--- src/design/smcu_regs.svh ---
// constants for the slave controller decode block: opcodes, bit positions, reset values
// assumes inclusion by smcu_core.sv and smcu_buf2.sv only
`ifndef SMCU_REGS_SVH
`define SMCU_REGS_SVH

// one-byte opcodes matched in full
`define SMCU_OP_MOV_A_IMM   8'h23
`define SMCU_OP_PAGE_LOAD   8'ha3
`define SMCU_OP_PAGE3_LOAD  8'he3
`define SMCU_OP_RD_STATUS   8'hc7
`define SMCU_OP_WR_STATUS   8'hd7
`define SMCU_OP_WR_HOST     8'h90
`define SMCU_OP_CLR_CARRY   8'h97
`define SMCU_OP_CPL_CARRY   8'ha7
`define SMCU_OP_CLR_UFLAG   8'h85
`define SMCU_OP_CPL_UFLAG   8'h95
`define SMCU_OP_ADD_IMM     8'h03
`define SMCU_OP_ADDC_IMM    8'h13
`define SMCU_OP_EN_XFER     8'he5
`define SMCU_OP_EN_FLAGS    8'hf5
`define SMCU_OP_OUT_P2      8'h3a
`define SMCU_OP_IN_P2       8'h0a
// register forms: top five bits, low three select the register
`define SMCU_OPH_MOV_A_R    5'h1f
`define SMCU_OPH_MOV_R_A    5'h15
`define SMCU_OPH_ADD_R      5'h0d
`define SMCU_OPH_ADDC_R     5'h0f
// indirect forms: top seven bits, bit 0 picks register 0 or 1
`define SMCU_OPI_MOV_A_IND  7'h78
`define SMCU_OPI_MOV_IND_A  7'h50
`define SMCU_OPI_NIBBLE_EXCHANGE       7'h18
`define SMCU_OPI_ADD_IND    7'h30
`define SMCU_OPI_ADDC_IND   7'h38

// port-2 bit positions
`define SMCU_P2_OBF_BIT     4
`define SMCU_P2_IBF_BIT     5
`define SMCU_P2_REQ_BIT     6
`define SMCU_P2_ACK_BIT     7

`define SMCU_PAGE_THREE     2'h3
`define SMCU_PSW_RESET      8'h00
`define SMCU_P2_RESET       8'hff
`define SMCU_RAM_WORDS      64
`define SMCU_BUF_DEPTH      2

`endif

--- src/design/smcu_pkg.sv ---
// types shared by the decode core, its bench and the far-side model
// assumes smcu_regs.svh is on the include path
package smcu_pkg;

  // sequencing states of the decode core
  typedef enum logic [1:0] {
    ST_FETCH = 2'b00,
    ST_IMM   = 2'b01,
    ST_TABLE = 2'b10
  } smcu_state_type;

  // status word: carry, aux carry, user flag, bank, one (reset to zero, loaded by status write), stack
  typedef struct packed {
    logic       carry;
    logic       auxCarry;
    logic       userFlagZero;
    logic       bank;
    logic       one;
    logic [2:0] stack;
  } smcu_psw_type;

  // program memory table read request
  typedef struct packed {
    logic       valid;
    logic [9:0] addr;
  } smcu_tbl_req_type;

  // port-2 pin drive, enable low while driving
  typedef struct packed {
    logic [7:0] level;
    logic [7:0] oeN;
  } smcu_p2_drive_type;

endpackage

--- src/design/smcu_buf2.sv ---
// two-entry instruction byte buffer with valid/ready on both sides
// assumes one clock, synchronous active-low reset
`timescale 1ns/1ps
`include "smcu_regs.svh"
module smcu_buf2 #(
  parameter int WIDTH = 8
) (
  input  wire logic             clk_sys,
  input  wire logic             rst_n,
  input  wire logic             inValid,
  input  wire logic [WIDTH-1:0] inData,
  output logic                  inReady,
  output logic                  outValid,
  output logic [WIDTH-1:0]      outData,
  input  wire logic             outReady
);
  logic [WIDTH-1:0] slotMem [`SMCU_BUF_DEPTH];
  logic             wrPtr_reg;
  logic             rdPtr_reg;
  logic [1:0]       count_reg;
  logic [1:0]       count_next;
  logic             inReady_reg;
  logic             pushFire;
  logic             popFire;

  // handshakes; ready is kept equal to not-full
  assign pushFire   = inValid && inReady_reg;
  assign popFire    = outValid && outReady;
  assign count_next = count_reg + {1'b0, pushFire} - {1'b0, popFire};
  assign inReady    = inReady_reg;
  assign outValid   = (count_reg != 2'h0);
  assign outData    = slotMem[rdPtr_reg];

  // storage has no reset; only pointers matter
  always_ff @(posedge clk_sys) begin
    if (pushFire) begin
      slotMem[wrPtr_reg] <= inData;
    end
  end

  // pointers and registered ready
  always_ff @(posedge clk_sys) begin
    if (!rst_n) begin
      wrPtr_reg   <= 1'b0;
      rdPtr_reg   <= 1'b0;
      count_reg   <= 2'h0;
      inReady_reg <= 1'b1;
    end else begin
      wrPtr_reg   <= wrPtr_reg ^ pushFire;
      rdPtr_reg   <= rdPtr_reg ^ popFire;
      count_reg   <= count_next;
      inReady_reg <= (count_next != 2'h2);
    end
  end
endmodule

--- src/design/smcu_core.sv ---
// decode core: transfer, table load, status and add instructions, port-2 specials
// assumes opcode bytes arrive in order on a valid/ready stream, one clock,
// host strobes and port-2 pins come from outside the clock domain
//
// Overview of operation
// - after reset port-2 bits 6 and 7 are plain port bits
// - handshake-enable turns port-2 bit 6 into transfer request output
// - with handshake enabled, writing one to bit 6 raises request
// - request clears on acknowledged read, acknowledged write, or handshake-enable again
// - handshake-enable makes bit 7 the acknowledge input, used as select
// - during transfers the normal chip select is ignored
// - after reset port-2 bits 4 and 5 are plain inputs
// - flag-enable puts output-full on bit 4, inverted input-full on bit 5
// - flag shows on pin only while one is written to that bit
// - bit 4 shows output data waiting, bit 5 shows input can accept
// - load immediate: two bytes, two cycles, immediate into accumulator
// - register moves are one cycle, low three opcode bits pick register
// - indirect moves use register 0 or 1 by opcode bit 0
// - page table load reads current page at accumulator, two cycles
// - page three table load reads page 3 at accumulator, two cycles
// - nibble exchange swaps low four bits with indirect memory byte
// - status word write loads all bits, bit 7 carry, 6 aux
// - status word read copies whole word into accumulator
// - host status write updates only bits 4 to 7
// - carry clear forces zero, carry complement inverts, one cycle
// - user flag zero clear and complement, one cycle each
// - add stores sum, carries set on overflow else cleared
`timescale 1ns/1ps
`include "smcu_regs.svh"
module smcu_core (
  input  wire logic                       clk_sys,
  input  wire logic                       rst_n,
  input  wire logic                       opValid,
  input  wire logic [7:0]                 opByte,
  output logic                            opReady,
  input  wire logic [1:0]                 curPage,
  output smcu_pkg::smcu_tbl_req_type      tblReq,
  input  wire logic                       tblDataValid,
  input  wire logic [7:0]                 tblData,
  input  wire logic [7:0]                 p2In,
  output smcu_pkg::smcu_p2_drive_type     p2Drive,
  input  wire logic                       hostCs_n,
  input  wire logic                       hostRd_n,
  input  wire logic                       hostWr_n,
  output logic                            hostSel,
  input  wire logic                       outputBufferFullFlag,
  input  wire logic                       inputBufferFullFlag,
  output logic [3:0]                      hostStatusUpper,
  output logic [7:0]                      accumOut,
  output smcu_pkg::smcu_psw_type          statusWordOut
);
  // state
  smcu_pkg::smcu_state_type     state_reg;
  smcu_pkg::smcu_state_type     state_next;
  logic [7:0]                   accum_reg;
  logic [7:0]                   accum_next;
  smcu_pkg::smcu_psw_type       psw_reg;
  smcu_pkg::smcu_psw_type       psw_next;
  logic [3:0]                   hostStatus_reg;
  logic [7:0]                   p2Latch_reg;
  logic                         p2Written_reg;
  logic                         xferEn_reg;
  logic                         flagsEn_reg;
  logic                         transferRequestOut_reg;
  logic                         transferRequestOut_next;
  logic                         rdPrev_reg;
  logic                         wrPrev_reg;
  smcu_pkg::smcu_tbl_req_type   tblReq_reg;
  smcu_pkg::smcu_p2_drive_type  p2Drive_reg;
  smcu_pkg::smcu_p2_drive_type  p2Drive_next;
  logic                         hostSel_reg;
  logic [7:0]                   dataMem [`SMCU_RAM_WORDS];
  // pin synchronisers: p2 bits, cs, rd, wr
  logic [10:0]                  syncA_reg;
  logic [10:0]                  syncB_reg;
  logic [10:0]                  syncC_reg;
  logic [10:0]                  pinFilt_reg;

  // buffer side
  logic       bufValid;
  logic [7:0] bufData;
  logic       coreReady;

  smcu_buf2 #(
    .WIDTH (8)
  ) u_buf (
    .clk_sys  (clk_sys),
    .rst_n    (rst_n),
    .inValid  (opValid),
    .inData   (opByte),
    .inReady  (opReady),
    .outValid (bufValid),
    .outData  (bufData),
    .outReady (coreReady)
  );

  // accept opcodes in fetch, immediates in imm; stall during table wait
  assign coreReady = (state_reg == smcu_pkg::ST_FETCH) || (state_reg == smcu_pkg::ST_IMM);
  logic opFire;
  logic immFire;
  logic tblDone;
  assign opFire  = bufValid && (state_reg == smcu_pkg::ST_FETCH);
  assign immFire = bufValid && (state_reg == smcu_pkg::ST_IMM);
  assign tblDone = tblDataValid && (state_reg == smcu_pkg::ST_TABLE);

  // opcode decode
  logic isMovImm, isMovAR, isMovRA, isMovAInd, isMovIndA, isPage, isPage3, isXchd;
  logic isRdPsw, isWrPsw, isWrHost, isClrC, isCplC, isClrF0, isCplF0;
  logic isAddImm, isAddR, isAddInd, isCarryIn, isEnXfer, isEnFlags, isOutP2, isInP2;
  assign isMovImm  = (bufData == `SMCU_OP_MOV_A_IMM);
  assign isMovAR   = (bufData[7:3] == `SMCU_OPH_MOV_A_R);
  assign isMovRA   = (bufData[7:3] == `SMCU_OPH_MOV_R_A);
  assign isMovAInd = (bufData[7:1] == `SMCU_OPI_MOV_A_IND);
  assign isMovIndA = (bufData[7:1] == `SMCU_OPI_MOV_IND_A);
  assign isPage    = (bufData == `SMCU_OP_PAGE_LOAD);
  assign isPage3   = (bufData == `SMCU_OP_PAGE3_LOAD);
  assign isXchd    = (bufData[7:1] == `SMCU_OPI_NIBBLE_EXCHANGE);
  assign isRdPsw   = (bufData == `SMCU_OP_RD_STATUS);
  assign isWrPsw   = (bufData == `SMCU_OP_WR_STATUS);
  assign isWrHost  = (bufData == `SMCU_OP_WR_HOST);
  assign isClrC    = (bufData == `SMCU_OP_CLR_CARRY);
  assign isCplC    = (bufData == `SMCU_OP_CPL_CARRY);
  assign isClrF0   = (bufData == `SMCU_OP_CLR_UFLAG);
  assign isCplF0   = (bufData == `SMCU_OP_CPL_UFLAG);
  assign isAddImm  = (bufData == `SMCU_OP_ADD_IMM) || (bufData == `SMCU_OP_ADDC_IMM);
  assign isAddR    = (bufData[7:3] == `SMCU_OPH_ADD_R) || (bufData[7:3] == `SMCU_OPH_ADDC_R);
  assign isAddInd  = (bufData[7:1] == `SMCU_OPI_ADD_IND) || (bufData[7:1] == `SMCU_OPI_ADDC_IND);
  assign isCarryIn = bufData[4];   // addc forms differ from add in bit 4
  assign isEnXfer  = (bufData == `SMCU_OP_EN_XFER);
  assign isEnFlags = (bufData == `SMCU_OP_EN_FLAGS);
  assign isOutP2   = (bufData == `SMCU_OP_OUT_P2);
  assign isInP2    = (bufData == `SMCU_OP_IN_P2);

  // immediate-form add waits for its second byte; remember the carry-in choice
  logic immIsAdd_reg;
  logic immCarry_reg;

  // operand fetch from working registers and indirect memory
  logic [5:0] regAddr;
  logic [7:0] regVal;
  logic [5:0] indAddr;
  logic [7:0] indVal;
  assign regAddr = {3'h0, bufData[2:0]};
  assign regVal  = dataMem[regAddr];
  assign indAddr = dataMem[{5'h00, bufData[0]}][5:0];
  assign indVal  = dataMem[indAddr];

  // adder shared by all add forms, carries from bit 7 and bit 3
  logic [7:0] addOperand;
  logic       addCin;
  logic [8:0] addSum;
  logic [4:0] addLow;
  assign addOperand = immFire ? bufData : (isAddInd ? indVal : regVal);
  assign addCin     = (immFire ? immCarry_reg : isCarryIn) & psw_reg.carry;
  assign addSum     = {1'b0, accum_reg} + {1'b0, addOperand} + {8'h00, addCin};
  assign addLow     = {1'b0, accum_reg[3:0]} + {1'b0, addOperand[3:0]} + {4'h0, addCin};

  // memory writes: register move, indirect move, nibble exchange
  logic       memWr;
  logic [5:0] memAddr;
  logic [7:0] memData;
  assign memWr   = opFire && (isMovRA || isMovIndA || isXchd);
  assign memAddr = isMovRA ? regAddr : indAddr;
  assign memData = isXchd ? {indVal[7:4], accum_reg[3:0]} : accum_reg;

  // working memory has no reset, as on a real part
  always_ff @(posedge clk_sys) begin
    if (memWr) begin
      dataMem[memAddr] <= memData;
    end
  end

  // accumulator and status word next values
  always_comb begin
    accum_next = accum_reg;
    psw_next   = psw_reg;
    if (tblDone) begin
      accum_next = tblData;
    end else if (immFire && !immIsAdd_reg) begin
      accum_next = bufData;
    end else if ((immFire && immIsAdd_reg) || (opFire && (isAddR || isAddInd))) begin
      accum_next        = addSum[7:0];
      psw_next.carry    = addSum[8];
      psw_next.auxCarry = addLow[4];
    end else if (opFire) begin
      if (isMovAR)   accum_next = regVal;
      if (isMovAInd) accum_next = indVal;
      if (isXchd)    accum_next = {accum_reg[7:4], indVal[3:0]};
      if (isRdPsw)   accum_next = psw_reg;
      if (isInP2)    accum_next = pinFilt_reg[7:0];
      if (isWrPsw)   psw_next = accum_reg;
      if (isClrC)    psw_next.carry = 1'b0;
      if (isCplC)    psw_next.carry = !psw_reg.carry;
      if (isClrF0)   psw_next.userFlagZero = 1'b0;
      if (isCplF0)   psw_next.userFlagZero = !psw_reg.userFlagZero;
    end
  end

  // sequencer: immediate byte and table reads take a second cycle
  always_comb begin
    state_next = state_reg;
    unique case (state_reg)
      smcu_pkg::ST_FETCH: begin
        if (opFire && (isMovImm || isAddImm)) state_next = smcu_pkg::ST_IMM;
        if (opFire && (isPage || isPage3))    state_next = smcu_pkg::ST_TABLE;
      end
      smcu_pkg::ST_IMM: begin
        if (immFire) state_next = smcu_pkg::ST_FETCH;
      end
      smcu_pkg::ST_TABLE: begin
        if (tblDone) state_next = smcu_pkg::ST_FETCH;
      end
      default: state_next = smcu_pkg::ST_FETCH;
    endcase
  end

  // filtered host strobes and acknowledge pin
  logic ackLevel;
  logic rdFall;
  logic wrFall;
  logic ackRead;
  logic ackWrite;
  assign ackLevel = pinFilt_reg[`SMCU_P2_ACK_BIT];
  assign rdFall   = rdPrev_reg && !pinFilt_reg[9];
  assign wrFall   = wrPrev_reg && !pinFilt_reg[10];
  assign ackRead  = xferEn_reg && ackLevel && rdFall;
  assign ackWrite = xferEn_reg && ackLevel && wrFall;

  // request: a write of one sets it and wins over a clear in the same cycle
  logic reqSet;
  logic reqClr;
  assign reqSet = opFire && isOutP2 && xferEn_reg && accum_reg[`SMCU_P2_REQ_BIT];
  assign reqClr = ackRead || ackWrite || (opFire && isEnXfer);
  assign transferRequestOut_next = reqSet || (transferRequestOut_reg && !reqClr);

  // pin drive: latch value unless a special function owns the bit
  always_comb begin
    p2Drive_next.level = p2Latch_reg;
    p2Drive_next.oeN   = p2Written_reg ? 8'h00 : `SMCU_P2_RESET;
    if (xferEn_reg) begin
      p2Drive_next.level[`SMCU_P2_REQ_BIT] = transferRequestOut_reg;
      p2Drive_next.oeN[`SMCU_P2_REQ_BIT]   = 1'b0;
      p2Drive_next.oeN[`SMCU_P2_ACK_BIT]   = 1'b1;
    end
    if (flagsEn_reg) begin
      // flag is gated by the latched bit; a zero hides it
      p2Drive_next.level[`SMCU_P2_OBF_BIT] = p2Latch_reg[`SMCU_P2_OBF_BIT]
                                             && outputBufferFullFlag;
      p2Drive_next.level[`SMCU_P2_IBF_BIT] = p2Latch_reg[`SMCU_P2_IBF_BIT]
                                             && !inputBufferFullFlag;
      p2Drive_next.oeN[`SMCU_P2_OBF_BIT]   = 1'b0;
      p2Drive_next.oeN[`SMCU_P2_IBF_BIT]   = 1'b0;
    end
  end

  // three-stage pin sampling; a change counts once stages two and three agree
  always_ff @(posedge clk_sys) begin
    if (!rst_n) begin
      syncA_reg   <= 11'h7ff;
      syncB_reg   <= 11'h7ff;
      syncC_reg   <= 11'h7ff;
      pinFilt_reg <= 11'h7ff;
    end else begin
      syncA_reg   <= {hostWr_n, hostRd_n, hostCs_n, p2In};
      syncB_reg   <= syncA_reg;
      syncC_reg   <= syncB_reg;
      pinFilt_reg <= (syncB_reg & syncC_reg) | (pinFilt_reg & (syncB_reg | syncC_reg));
    end
  end

  // core state registers
  always_ff @(posedge clk_sys) begin
    if (!rst_n) begin
      state_reg    <= smcu_pkg::ST_FETCH;
      accum_reg    <= 8'h00;
      psw_reg      <= `SMCU_PSW_RESET;
      immIsAdd_reg <= 1'b0;
      immCarry_reg <= 1'b0;
    end else begin
      state_reg    <= state_next;
      accum_reg    <= accum_next;
      psw_reg      <= psw_next;
      immIsAdd_reg <= (opFire && isAddImm) ? 1'b1 : (immFire ? 1'b0 : immIsAdd_reg);
      immCarry_reg <= (opFire && isAddImm) ? isCarryIn : immCarry_reg;
    end
  end

  // port, special-function and host-side registers
  always_ff @(posedge clk_sys) begin
    if (!rst_n) begin
      p2Latch_reg            <= `SMCU_P2_RESET;
      p2Written_reg          <= 1'b0;
      xferEn_reg             <= 1'b0;
      flagsEn_reg            <= 1'b0;
      transferRequestOut_reg <= 1'b0;
      hostStatus_reg         <= 4'h0;
      rdPrev_reg             <= 1'b1;
      wrPrev_reg             <= 1'b1;
    end else begin
      if (opFire && isOutP2) p2Latch_reg <= accum_reg;
      p2Written_reg          <= p2Written_reg || (opFire && isOutP2);
      xferEn_reg             <= xferEn_reg || (opFire && isEnXfer);
      flagsEn_reg            <= flagsEn_reg || (opFire && isEnFlags);
      transferRequestOut_reg <= transferRequestOut_next;
      if (opFire && isWrHost) hostStatus_reg <= accum_reg[7:4];
      rdPrev_reg             <= pinFilt_reg[9];
      wrPrev_reg             <= pinFilt_reg[10];
    end
  end

  // registered outputs; table request issued with the opcode
  always_ff @(posedge clk_sys) begin
    if (!rst_n) begin
      tblReq_reg  <= '0;
      p2Drive_reg <= {`SMCU_P2_RESET, `SMCU_P2_RESET};
      hostSel_reg <= 1'b0;
    end else begin
      if (opFire && isPage)  tblReq_reg <= {1'b1, curPage, accum_reg};
      if (opFire && isPage3) tblReq_reg <= {1'b1, `SMCU_PAGE_THREE, accum_reg};
      if (tblDone)           tblReq_reg.valid <= 1'b0;
      p2Drive_reg <= p2Drive_next;
      hostSel_reg <= xferEn_reg ? ackLevel : !pinFilt_reg[8];
    end
  end

  assign tblReq          = tblReq_reg;
  assign p2Drive         = p2Drive_reg;
  assign hostSel         = hostSel_reg;
  assign hostStatusUpper = hostStatus_reg;
  assign accumOut        = accum_reg;
  assign statusWordOut   = psw_reg;
endmodule

--- config.mk ---
export PLATFORM = sky130hd
export DESIGN_NAME = smcu_core
export DESIGN_NICKNAME = d
export VERILOG_FILES = /design/src/design/smcu_pkg.sv /design/src/design/smcu_buf2.sv /design/src/design/smcu_core.sv
export VERILOG_INCLUDE_DIRS = /design/src /design/src/design
export SDC_FILE = /design/constraint.sdc
export NUM_CORES = 1
export LEC_CHECK = 0
export ABC_CLOCK_PERIOD_IN_PS = 6800
export BUFFER_PORTS_ARGS = -buffer_cell sky130_fd_sc_hd__buf_2
export CORE_MARGIN = 2
export CORE_UTILIZATION = 51
export DETAILED_ROUTE_END_ITERATION = 7
export PLACE_DENSITY = 0.71
export SETUP_SLACK_MARGIN = 0.05
export SYNTH_ARGS = -nofsm -noshare
export SYNTH_HDL_FRONTEND = slang
export SYNTH_HIERARCHICAL = 1
export SYNTH_SLANG_ARGS = --single-unit
--- constraint.sdc ---
create_clock -name clk_sys -period 6.8 [get_ports clk_sys]
set_clock_uncertainty 0.15 [all_clocks]
set_input_delay 0.68 -clock clk_sys [delete_from_list [all_inputs] [get_ports clk_sys]]
set_output_delay 0.68 -clock clk_sys [all_outputs]
set_load 0.005 [all_outputs]
* Word-level counts from Yosys, hierarchy flattened
Memories as Yosys holds them, arrays and structs flattened. A register that Yosys moved wholly into a read port is not among the register bits.
Cells that the tools add are included.
** Storage, ports and cells
- Register bits :: 115
- Memory bits (writable) :: 528
- Input bits :: 35
- Output and inout bits :: 49
- Logic and storage cells :: 197
- Memories kept :: 2
** Memory list
- dataMem :: depth 64, bits a word 8, read ports 3, clocked after memory_dff 0, write ports 1, line smcu_core.sv:72 : logic [7:0] dataMem [`SMCU_RAM_WORDS];
- u_buf.slotMem :: depth 2, bits a word 8, read ports 1, clocked after memory_dff 1, write ports 1, line smcu_buf2.sv:17 : logic [WIDTH-1:0] slotMem [`SMCU_BUF_DEPTH];
** Operators by class
- $add $sub $neg :: 6
- Equal/unequal tests :: 32
- Muxes and demuxes :: 41
- Bitwise operators :: 11
- Reduce and logical (&&, ||, !) cells :: 72
** Operators with widths (count)
- 8-bit 2-to-1 mux :: 15
- 8-bit == test (second input constant) :: 11
- 1-bit logical AND :: 28
- 11-bit AND :: 2
- 11-bit 2-to-1 mux :: 2
- 11-bit OR :: 2
- 8-bit by 6-bit == test with 1-bit output (second input constant) :: 2
- 1-bit logical OR :: 16
- 1-bit 2-to-1 mux :: 15
- 7-bit by 6-bit == test with 1-bit output (second input constant) :: 2
- 7-bit == test (second input constant) :: 2
- 2-bit 2-to-1 mux :: 7
- 5-bit by 4-bit == test with 1-bit output (second input constant) :: 2
- 5-bit == test (second input constant) :: 2
- 5-bit AND reduction :: 2
- 2-bit nonzero test :: 5
- 8-bit by 8-bit adder with 9-bit output :: 1
- 9-bit by 1-bit adder with 9-bit output :: 1
- 8-bit by 2-bit == test with 1-bit output (second input constant) :: 1
- 8-bit by 4-bit == test with 1-bit output (second input constant) :: 1
- 8-bit by 5-bit == test with 1-bit output (second input constant) :: 1
- 1-bit logical NOT :: 8
- 4-bit AND reduction :: 2
- 4-bit nonzero test :: 2
- other kinds (22) :: 30

* Logic depth before layout (Yosys ltp)
Gate-level depths: netlist of the first run.
- Depth in word-level cells :: 10
- Depth in mapped cells :: 28
- Gate-level depth less buffers :: 20

* Modules after synthesis
The synthesis of the first run kept the hierarchy.
** By module, submodules not included
- smcu_core :: times used 1, cells an instance 2358, area each 27433.8 um^2, seq. area each 17496.8 um^2
- smcu_buf2 :: times used 1, cells an instance 49, area each 833.3 um^2, seq. area each 600.6 um^2

* Least setup slack after synthesis of the first run
No wires, ideal clock.
- Path kind :: reg-to-reg
- From :: register with a tool-made name
- To :: register accum_reg[6] (netlist: accumOut[6])
- Library setup time :: 116 ps
- Arrival :: 5105 ps
- Required time :: 6534 ps
- Path slack :: 1429 ps
- Stages on the path, launching flop included :: 27
- Path buffers :: 7
- Clock period less this slack :: 5371 ps
- Cell sequence :: dfxtp_1 clkbuf_1 mux2_2 buf_6 buf_6 clkinv_1 buf_2 buf_2 clkbuf_1 clkbuf_1 nor2_1 nor4_1 o211ai_1 o2111ai_1 nand3_1 o21ai_0 fa_1 inv_1 fa_1 a21o_1 a21o_1 a21o_1 a21oi_1 xnor2_1 a211oi_1 a21oi_1 and3_1
** RTL lines
- end signal, assigned :: line smcu_core.sv:281 : accum_reg <= accum_next;
- end, declared :: line smcu_core.sv:55 : logic [7:0] accum_reg;

==> metrics.txt, run 1 <==
# TYPE chip_impl_metric gauge
chip_impl_info{name="outcome",value="finished, violations left"} 1
chip_impl_info{name="violations",value="capacitance limit"} 1
chip_impl_metric{name="antenna_violating_nets_post_route",unit=""} 0
chip_impl_metric{name="drt-total-wl",unit="mm"} 90.4
chip_impl_metric{name="layout-area-overhead-vs-synth",unit="%"} 12.8
chip_impl_info{name="timing_worst_setup_path_type",value="reg -> reg"} 1
chip_impl_metric{name="mappedNetlistNets",unit=""} 2453
chip_impl_metric{name="initial_antenna_violation_count",unit=""} 1
chip_impl_metric{name="netSwitchingFraction",unit="%"} 30.0
chip_impl_metric{name="fillers",unit=""} 4387
chip_impl_metric{name="p_sw",unit="uW"} 3150
chip_impl_metric{name="drive_above_1_share",unit="%"} 13.0
chip_impl_metric{name="synth-warning-count",unit=""} 6
chip_impl_metric{name="postSynthCellCount",unit=""} 2407
chip_impl_metric{name="postSynthAreaPerCell",unit="sq um"} 11.7
chip_impl_metric{name="worstSkewPairLatency",unit="ns"} 0.62
chip_impl_metric{name="worst_slack",unit="ns"} 0.404
chip_impl_metric{name="htree_levels",unit=""} 3
chip_impl_info{name="critPathLaunchType",value="register"} 1
chip_impl_metric{name="drv_cap",unit=""} 1
chip_impl_metric{name="gr-total-overflow",unit=""} 0
chip_impl_info{name="clock-root-buffer",value="sky130_fd_sc_hd__clkbuf_16"} 1
chip_impl_metric{name="std_cell_rows",unit=""} 86
chip_impl_info{name="critical_path.endpoint_type",value="register"} 1
chip_impl_info{name="worstHoldPathType",value="in -> reg"} 1
chip_impl_metric{name="internal_power",unit="uW"} 7340
chip_impl_metric{name="wl_per_cell",unit="um"} 27.6
chip_impl_info{name="rsz0062_at_grt",value="no"} 1
chip_impl_metric{name="hold_slack",unit="ns"} 0.104
chip_impl_metric{name="tightest_slew",unit="ns"} 1.48
chip_impl_metric{name="synth_top_cell_area_share",unit="%"} 56.1
chip_impl_metric{name="seq_area_frac_synth",unit="%"} 64.0
chip_impl_metric{name="cts-buffers-inserted",unit=""} 69
chip_impl_metric{name="synth_enable_flop_cells",unit=""} 528
chip_impl_metric{name="worstPathArrival",unit="ns"} 6.74
chip_impl_metric{name="dp_cells",unit=""} 3148
chip_impl_metric{name="largest_net_degree_at_the_start_of_global_routing",unit=""} 82
chip_impl_metric{name="max_slew_margin",unit="%"} 1.24
chip_impl_metric{name="power_density",unit="nW/um^2"} 329
chip_impl_metric{name="synth_cell_type_count",unit=""} 87
chip_impl_metric{name="power.combinational.fraction",unit="%"} 20.7
chip_impl_metric{name="async_flop_share",unit="%"} 0
chip_impl_metric{name="achievable-frequency",unit="MHz"} 156
chip_impl_metric{name="dpl_worst_slack",unit="ns"} 0.475
chip_impl_metric{name="grt.total_usage",unit="%"} 31.2
chip_impl_metric{name="clock-sinks",unit=""} 640
chip_impl_metric{name="cellLeakagePower",unit="uW"} 0.0112
chip_impl_metric{name="yosys_register_bits",unit=""} 640
chip_impl_metric{name="initial_core_util",unit="%"} 51.4
chip_impl_metric{name="timing.final.setup_violations",unit=""} 0
chip_impl_metric{name="first_global_vias",unit=""} 20600
chip_impl_metric{name="netlist_area",unit="sq um"} 28300
chip_impl_metric{name="routed_via_density",unit=""} 6.61
chip_impl_metric{name="design_power_total",unit="uW"} 10500
chip_impl_metric{name="cp_max_fo",unit=""} 15
chip_impl_metric{name="number_of_buffer_cells_added_on_primary_ports",unit=""} 83
chip_impl_info{name="ys_dominant_reg_cell",value="sky130_fd_sc_hd__edfxtp_1"} 1
chip_impl_metric{name="drv_slew",unit=""} 0
chip_impl_metric{name="fp.dieH",unit="um"} 239
chip_impl_metric{name="cts.clk_slew.worst_paths",unit="ns"} 0.06
chip_impl_metric{name="pin_count",unit=""} 84
chip_impl_metric{name="fin_setup_tns",unit="ns"} 0
chip_impl_info{name="yosys-top-cells-count",value="sky130_fd_sc_hd__edfxtp_1, sky130_fd_sc_hd__nand2_1, sky130_fd_sc_hd__nor2_1, sky130_fd_sc_hd__o21ai_0, sky130_fd_sc_hd__a21oi_1"} 1
chip_impl_metric{name="dp_hpwl",unit="mm"} 57.6
chip_impl_metric{name="nets",unit=""} 2519
chip_impl_metric{name="clock_tree.buffer_depth",unit=""} 3
chip_impl_metric{name="report.final.hold_viol_count",unit=""} 0
chip_impl_metric{name="via_count",unit=""} 21600
chip_impl_metric{name="sequentialPowerShare",unit="%"} 42.8
chip_impl_metric{name="largest_register_ffs",unit=""} 512
chip_impl_metric{name="detailed_router_s_first_iteration_violation_count",unit=""} 3651
chip_impl_info{name="yosys.area.top_type",value="sky130_fd_sc_hd__edfxtp_1"} 1
chip_impl_metric{name="wire_length_of_the_first_global_routing_pass",unit="mm"} 131
chip_impl_metric{name="floorplan.core_area",unit="sq um"} 55000
chip_impl_info{name="synth.area.top_cells",value="sky130_fd_sc_hd__edfxtp_1, sky130_fd_sc_hd__dfxtp_1, sky130_fd_sc_hd__nand2_1"} 1
chip_impl_info{name="tritoncts",value="yes"} 1
chip_impl_info{name="post-synth-top-count-cell",value="sky130_fd_sc_hd__edfxtp_1"} 1
chip_impl_metric{name="place_congestion",unit=""} 1.00
chip_impl_metric{name="timing.final.crit_period",unit="ns"} 6.40
chip_impl_metric{name="die_width",unit="um"} 239
chip_impl_metric{name="power_frac_clock",unit="%"} 36.5
chip_impl_metric{name="final_period_utilization",unit="%"} 94.1
chip_impl_metric{name="critPathRequiredTime",unit="ns"} 7.15
chip_impl_metric{name="antennaDiodeCount",unit=""} 0
chip_impl_metric{name="area_of_the_die",unit="sq um"} 57300
chip_impl_metric{name="drc",unit=""} 0
chip_impl_metric{name="fin_cells",unit=""} 3274
chip_impl_metric{name="peakVddDrop",unit="V"} 0.000216
chip_impl_metric{name="detailedRoute.firstPassIterationCount",unit=""} 6
==> final cells by class <==
| cell class | instances | area [sq um] | share of cell area, % |
|---|---|---|---|
| clock buffers | 90 | 1940 | 6.09 |
| clock inverters | 34 | 365 | 1.15 |
| inverters | 40 | 150 | 0.471 |
| multi-input cells | 1571 | 9380 | 29.4 |
| flip-flops and latches | 640 | 18100 | 56.8 |
| well taps | 748 | 936 | 2.93 |
| repair buffers | 151 | 1030 | 3.22 |
==> through the flow <==
| step | instance area, sq um | util (%) |
|---|---|---|
| floorplan | 28300 | - |
| global placement | 29600 | 53.8 |
| detailed placement | 29600 | 53.8 |
| CTS | 31900 | 58.0 |
| global route | 31900 | 58.0 |
| finish | 31900 | 58.0 |
==> routing by layer <==
layer	vias up	GRT usage [%]	part of all wire [%]
li1	9228	-	-
met1	10500	41.0	37
met2	1607	48.1	44
met3	313	7.78	13
met4	0	16.1	5.5
met5	-	0	0
==> cells in the final DEF (no fill, tap or decap), types with 11 or more instances in the layout <==
cell,count
sky130_fd_sc_hd__a21oi_1,129
sky130_fd_sc_hd__a2111oi_0,22
sky130_fd_sc_hd__mux2i_1,30
sky130_fd_sc_hd__a221oi_1,30
sky130_fd_sc_hd__clkbuf_1,13
sky130_fd_sc_hd__o31ai_1,11
sky130_fd_sc_hd__nand2_1,369
sky130_fd_sc_hd__clkinv_2,12
sky130_fd_sc_hd__a21boi_0,54
sky130_fd_sc_hd__a22oi_1,17
sky130_fd_sc_hd__mux2_2,19
sky130_fd_sc_hd__o211a_1,11
sky130_fd_sc_hd__inv_1,38
sky130_fd_sc_hd__edfxtp_1,528
sky130_fd_sc_hd__and3_1,15
sky130_fd_sc_hd__o21a_1,14
sky130_fd_sc_hd__o22ai_1,23
sky130_fd_sc_hd__nor3_1,27
sky130_fd_sc_hd__buf_2,83
sky130_fd_sc_hd__o21ai_0,137
sky130_fd_sc_hd__nor2_1,209
sky130_fd_sc_hd__a211oi_1,73
sky130_fd_sc_hd__dfxtp_1,108
sky130_fd_sc_hd__clkbuf_16,74
sky130_fd_sc_hd__nand3_1,27
sky130_fd_sc_hd__nor4_1,25
sky130_fd_sc_hd__buf_4,60
sky130_fd_sc_hd__and2_1,14
sky130_fd_sc_hd__a31oi_1,19
sky130_fd_sc_hd__mux4_2,16
sky130_fd_sc_hd__nor2b_1,15
sky130_fd_sc_hd__o211ai_1,50
sky130_fd_sc_hd__nand2b_1,50
==> critical path, cell delays in order, from the launching register on <==
cell,delay (ns)
sky130_fd_sc_hd__dfxtp_1,0.55
sky130_fd_sc_hd__mux2_4,0.44
sky130_fd_sc_hd__nor3_2,0.67
sky130_fd_sc_hd__nor2_4,0.32
sky130_fd_sc_hd__buf_4,0.28
sky130_fd_sc_hd__nand2_1,0.06
sky130_fd_sc_hd__a2111oi_0,0.16
sky130_fd_sc_hd__o21ai_0,0.72
sky130_fd_sc_hd__o221ai_1,0.23
sky130_fd_sc_hd__or3_1,0.47
sky130_fd_sc_hd__a221oi_2,0.30
sky130_fd_sc_hd__ha_1,0.31
sky130_fd_sc_hd__a21o_1,0.20
sky130_fd_sc_hd__a21o_1,0.22
sky130_fd_sc_hd__a21o_1,0.18
sky130_fd_sc_hd__a21oi_1,0.23
sky130_fd_sc_hd__xnor2_1,0.10
sky130_fd_sc_hd__a211oi_1,0.36
sky130_fd_sc_hd__a21oi_1,0.12
sky130_fd_sc_hd__and3_1,0.18
==> cells by family (layout without fill, tap and decap cells) <==
family	count (synthesis)	after routing	share of synthesized area (%)
and+or+nand+nor	809	811	12.8
AOI/OAI and AO/OA	671	671	16.0
DFF	640	640	64.0
buffers and inverters	198	315	3.08
muxes	71	71	3.37
adders and majority gates	11	11	0.540
xor gates and xnor gates	7	7	0.217
==> power groups by stage <==
stage	logic (uW)	clock network (uW)	registers, uW
after floorplan	1290	0	4580
after global placement	2040	0	4570
after detailed placement	2070	0	4570
after CTS	2080	3850	4490
after global routing	2270	4000	4500
final	2170	3830	4490
==> path summary, 6_finish.rpt <==
check,end,slack [ns],cells after the start,start
worst max register to register,accumOut[6],0.40,19,register
worst min register to register,syncB_reg[2],0.25,1,syncA_reg[2]
worst min-delay path,syncA_reg[10],0.10,2,hostWr_n
worst max-delay path,accumOut[6],0.40,19,register
==> what timing repair did <==
action / in CTS / in global routing
hold buffers: 0 / 0
setup endpoints to repair: 0 / 1
gates resized for setup: 0 / 3
setup buffers: 0 / 0
No activity file was read; power rests on OpenSTA's default activity.
==> inputs of run 2 (changes only) <==
--- a/config.mk
+++ b/config.mk
@@ -6,12 +6,12 @@
 export SDC_FILE = /design/constraint.sdc
 export NUM_CORES = 1
 export LEC_CHECK = 0
-export ABC_CLOCK_PERIOD_IN_PS = 6800
+export ABC_CLOCK_PERIOD_IN_PS = 7810
 export BUFFER_PORTS_ARGS = -buffer_cell sky130_fd_sc_hd__buf_2
 export CORE_MARGIN = 2
 export CORE_UTILIZATION = 51
 export DETAILED_ROUTE_END_ITERATION = 7
-export PLACE_DENSITY = 0.71
+export PLACE_DENSITY = 0.67
 export SETUP_SLACK_MARGIN = 0.05
 export SYNTH_ARGS = -nofsm -noshare
 export SYNTH_HDL_FRONTEND = slang
==> constraint.sdc (replaced) <==
create_clock -name clk_sys -period 7.81 [get_ports clk_sys]
set_clock_uncertainty 0.15 [all_clocks]
set_input_delay 0.781 -clock clk_sys [delete_from_list [all_inputs] [get_ports clk_sys]]
set_output_delay 0.781 -clock clk_sys [all_outputs]
set_load 0.005 [all_outputs]
==> run 2 against run 1 <==
  * The run now ends clean
  * Worst hold slack better by 0.099 ns
  * Clock power decreased by 19%
  * Critical path depth unchanged
  * Sequential share of layout area up 0.64 points
  * Fmax down 9.5%
  * Count of clock-buffer cells in the layout fell by 5
  * Global-route usage up 0.50 points
  * Sequential cell count unchanged
  * Core utilization is 0.65 points lower
  * Combinational power decreased by 14%
  * Largest power group unchanged
==> metrics.txt, run 2 (synthesized netlist as in run 1, its figures left out) <==
# TYPE chip_impl_metric gauge
chip_impl_metric{name="number_of_buffer_cells_added_on_primary_ports",unit=""} 83
chip_impl_metric{name="antenna_violating_nets_post_route",unit=""} 0
chip_impl_metric{name="std_cell_rows",unit=""} 86
chip_impl_metric{name="worstPathArrival",unit="ns"} 7.42
chip_impl_metric{name="cts.clk_slew.worst_paths",unit="ns"} 0.06
chip_impl_metric{name="power_density",unit="nW/um^2"} 281
chip_impl_metric{name="gr-total-overflow",unit=""} 0
chip_impl_metric{name="largest_net_degree_at_the_start_of_global_routing",unit=""} 79
chip_impl_metric{name="initial_antenna_violation_count",unit=""} 5
chip_impl_metric{name="max_slew_margin",unit="%"} 13.1
chip_impl_info{name="critPathLaunchType",value="register"} 1
chip_impl_metric{name="place_congestion",unit=""} 0.993
chip_impl_metric{name="timing.final.crit_period",unit="ns"} 7.07
chip_impl_metric{name="detailed_router_s_first_iteration_violation_count",unit=""} 2862
chip_impl_metric{name="timing.final.setup_violations",unit=""} 0
chip_impl_metric{name="floorplan.core_area",unit="sq um"} 55000
chip_impl_metric{name="clock-sinks",unit=""} 640
chip_impl_metric{name="report.final.hold_viol_count",unit=""} 0
chip_impl_metric{name="post_cts_resize_count",unit=""} 0
chip_impl_info{name="critical_path.endpoint_type",value="register"} 1
chip_impl_metric{name="dp_cells",unit=""} 3136
chip_impl_info{name="timing_worst_setup_path_type",value="reg -> reg"} 1
chip_impl_metric{name="fin_cells",unit=""} 3253
chip_impl_metric{name="stdcell_area",unit="sq um"} 31500
chip_impl_metric{name="register_area",unit="sq um"} 18100
chip_impl_metric{name="cellLeakagePower",unit="uW"} 0.0110
chip_impl_metric{name="routed_via_density",unit=""} 6.56
chip_impl_metric{name="total_area_of_multi_input_combinational_cells",unit="sq um"} 9360
chip_impl_metric{name="drt-total-wl",unit="mm"} 90.1
chip_impl_metric{name="placedInstanceArea",unit="sq um"} 29400
chip_impl_metric{name="grt.total_usage",unit="%"} 31.7
chip_impl_metric{name="peakVddDrop",unit="V"} 0.000190
chip_impl_metric{name="final_period_utilization",unit="%"} 90.5
chip_impl_info{name="hold_path_startpoint",value="hostWr_n"} 1
chip_impl_metric{name="clock_tree.buffer_depth",unit=""} 3
chip_impl_metric{name="wire_length_of_the_first_global_routing_pass",unit="mm"} 133
chip_impl_metric{name="achievable-frequency",unit="MHz"} 141
chip_impl_info{name="clock-root-buffer",value="sky130_fd_sc_hd__clkbuf_16"} 1
chip_impl_metric{name="die_width",unit="um"} 239
chip_impl_info{name="worstHoldPathType",value="in -> reg"} 1
chip_impl_metric{name="fillers",unit=""} 4446
chip_impl_metric{name="critPathRequiredTime",unit="ns"} 8.16
chip_impl_metric{name="layout.core_utilization",unit="%"} 57.4
chip_impl_metric{name="via_count",unit=""} 21300
chip_impl_metric{name="fp.dieH",unit="um"} 239
chip_impl_metric{name="dp_hpwl",unit="mm"} 58.4
chip_impl_metric{name="drive_above_1_share",unit="%"} 11.9
chip_impl_metric{name="area_of_the_die",unit="sq um"} 57300
chip_impl_metric{name="cp_max_fo",unit=""} 53
chip_impl_metric{name="worst_slack",unit="ns"} 0.739
chip_impl_metric{name="drv_slew",unit=""} 0
chip_impl_metric{name="cts.hold.buffers_added",unit=""} 0
chip_impl_metric{name="pin_count",unit=""} 84
chip_impl_info{name="most_common_cell_after_layout_fill_and_taps_aside",value="sky130_fd_sc_hd__edfxtp_1"} 1
chip_impl_metric{name="detailedRoute.firstPassIterationCount",unit=""} 5
chip_impl_info{name="outcome",value="complete, no violations"} 1
chip_impl_metric{name="drc",unit=""} 0
chip_impl_info{name="rsz0062_at_grt",value="no"} 1
chip_impl_metric{name="tightest_slew",unit="ns"} 1.29
chip_impl_metric{name="post-cts-setup-buffer-count",unit=""} 0
chip_impl_metric{name="nets",unit=""} 2504
chip_impl_metric{name="first_global_vias",unit=""} 20700
chip_impl_metric{name="wl_per_cell",unit="um"} 27.7
chip_impl_metric{name="initial_core_util",unit="%"} 51.4
chip_impl_metric{name="layout-area-overhead-vs-synth",unit="%"} 11.6
chip_impl_metric{name="dpl_worst_slack",unit="ns"} 0.992
chip_impl_metric{name="fin_setup_tns",unit="ns"} 0
chip_impl_metric{name="drv_cap",unit=""} 0
chip_impl_info{name="most-common-layout-cells",value="sky130_fd_sc_hd__edfxtp_1, sky130_fd_sc_hd__nand2_1, sky130_fd_sc_hd__nor2_1, sky130_fd_sc_hd__o21ai_0, sky130_fd_sc_hd__a21oi_1"} 1
chip_impl_metric{name="largest_register_ffs",unit=""} 512
chip_impl_metric{name="htree_levels",unit=""} 3
chip_impl_metric{name="worstSkewPairLatency",unit="ns"} 0.61
chip_impl_info{name="tritoncts",value="yes"} 1
chip_impl_metric{name="cts-buffers-inserted",unit=""} 68
-- run 2: per-layer routing --
metal  vias up  routed length (um)  global-route usage [%]
li1       9172                   -                       -
met1     10300               33300                    41.1
met2      1495               40900                    49.4
met3       331               10500                    7.20
met4         8                5340                    17.6
met5         -                  59                       0
-- run 2: cell type report --
cell class | instances | area share, %
tap | 748 | 2.97
multi-input combinational | 1569 | 29.7
clock buffer | 85 | 5.80
inverter | 40 | 0.476
antenna | 1 | 0.00793
sequential | 640 | 57.4
clock inverter | 31 | 0.912
timing repair buffer | 139 | 2.77
-- run 2: per-stage QoR --
stage / hold slack (ns) / power, uW
2_1_floorplan: 0.236 / 5110
3_3_place_gp: 0.241 / 5740
3_5_place_dp: 0.243 / 5770
4_1_cts: 0.182 / 8850
5_1_grt: 0.198 / 9150
6_report: 0.203 / 8880
-- run 2: worst max-delay path, stage by stage (launching register included) --
cell and delay (ns):
sky130_fd_sc_hd__dfxtp_1 0.53, sky130_fd_sc_hd__mux2_4 0.62, sky130_fd_sc_hd__nor3b_2 0.32, sky130_fd_sc_hd__nor2_4 0.74, sky130_fd_sc_hd__buf_4 0.50, sky130_fd_sc_hd__a21boi_0 0.14, sky130_fd_sc_hd__a2111oi_0 1.05, sky130_fd_sc_hd__a31oi_1 0.23
sky130_fd_sc_hd__o221ai_1 0.29, sky130_fd_sc_hd__or3_1 0.26, sky130_fd_sc_hd__a221oi_2 0.10, sky130_fd_sc_hd__ha_1 0.37, sky130_fd_sc_hd__a21o_1 0.20, sky130_fd_sc_hd__a21o_1 0.23, sky130_fd_sc_hd__a21o_1 0.19, sky130_fd_sc_hd__a21oi_1 0.23
sky130_fd_sc_hd__xnor2_1 0.10, sky130_fd_sc_hd__a211oi_1 0.35, sky130_fd_sc_hd__a21oi_1 0.12, sky130_fd_sc_hd__and3_1 0.18
-- run 2: final timing paths --
check                  endpoint  slack, ns  cells past startpoint
hold / removal    syncA_reg[10]       0.20                      2
setup reg to reg    accumOut[6]       0.74                     19
hold reg to reg    syncB_reg[5]       0.26                      1
setup / recovery    accumOut[6]       0.74                     19
-- run 2: report_power, final --
part / internal, uW / switching, uW / total [uW] / leakage [uW]
Clock: 1800 / 1320 / 3110 / 0.00103
Combinational: 550 / 1320 / 1860 / 0.00420
Sequential: 3850 / 51.2 / 3900 / 0.00574
Total: 6190 / 2680 / 8880 / 0.0110
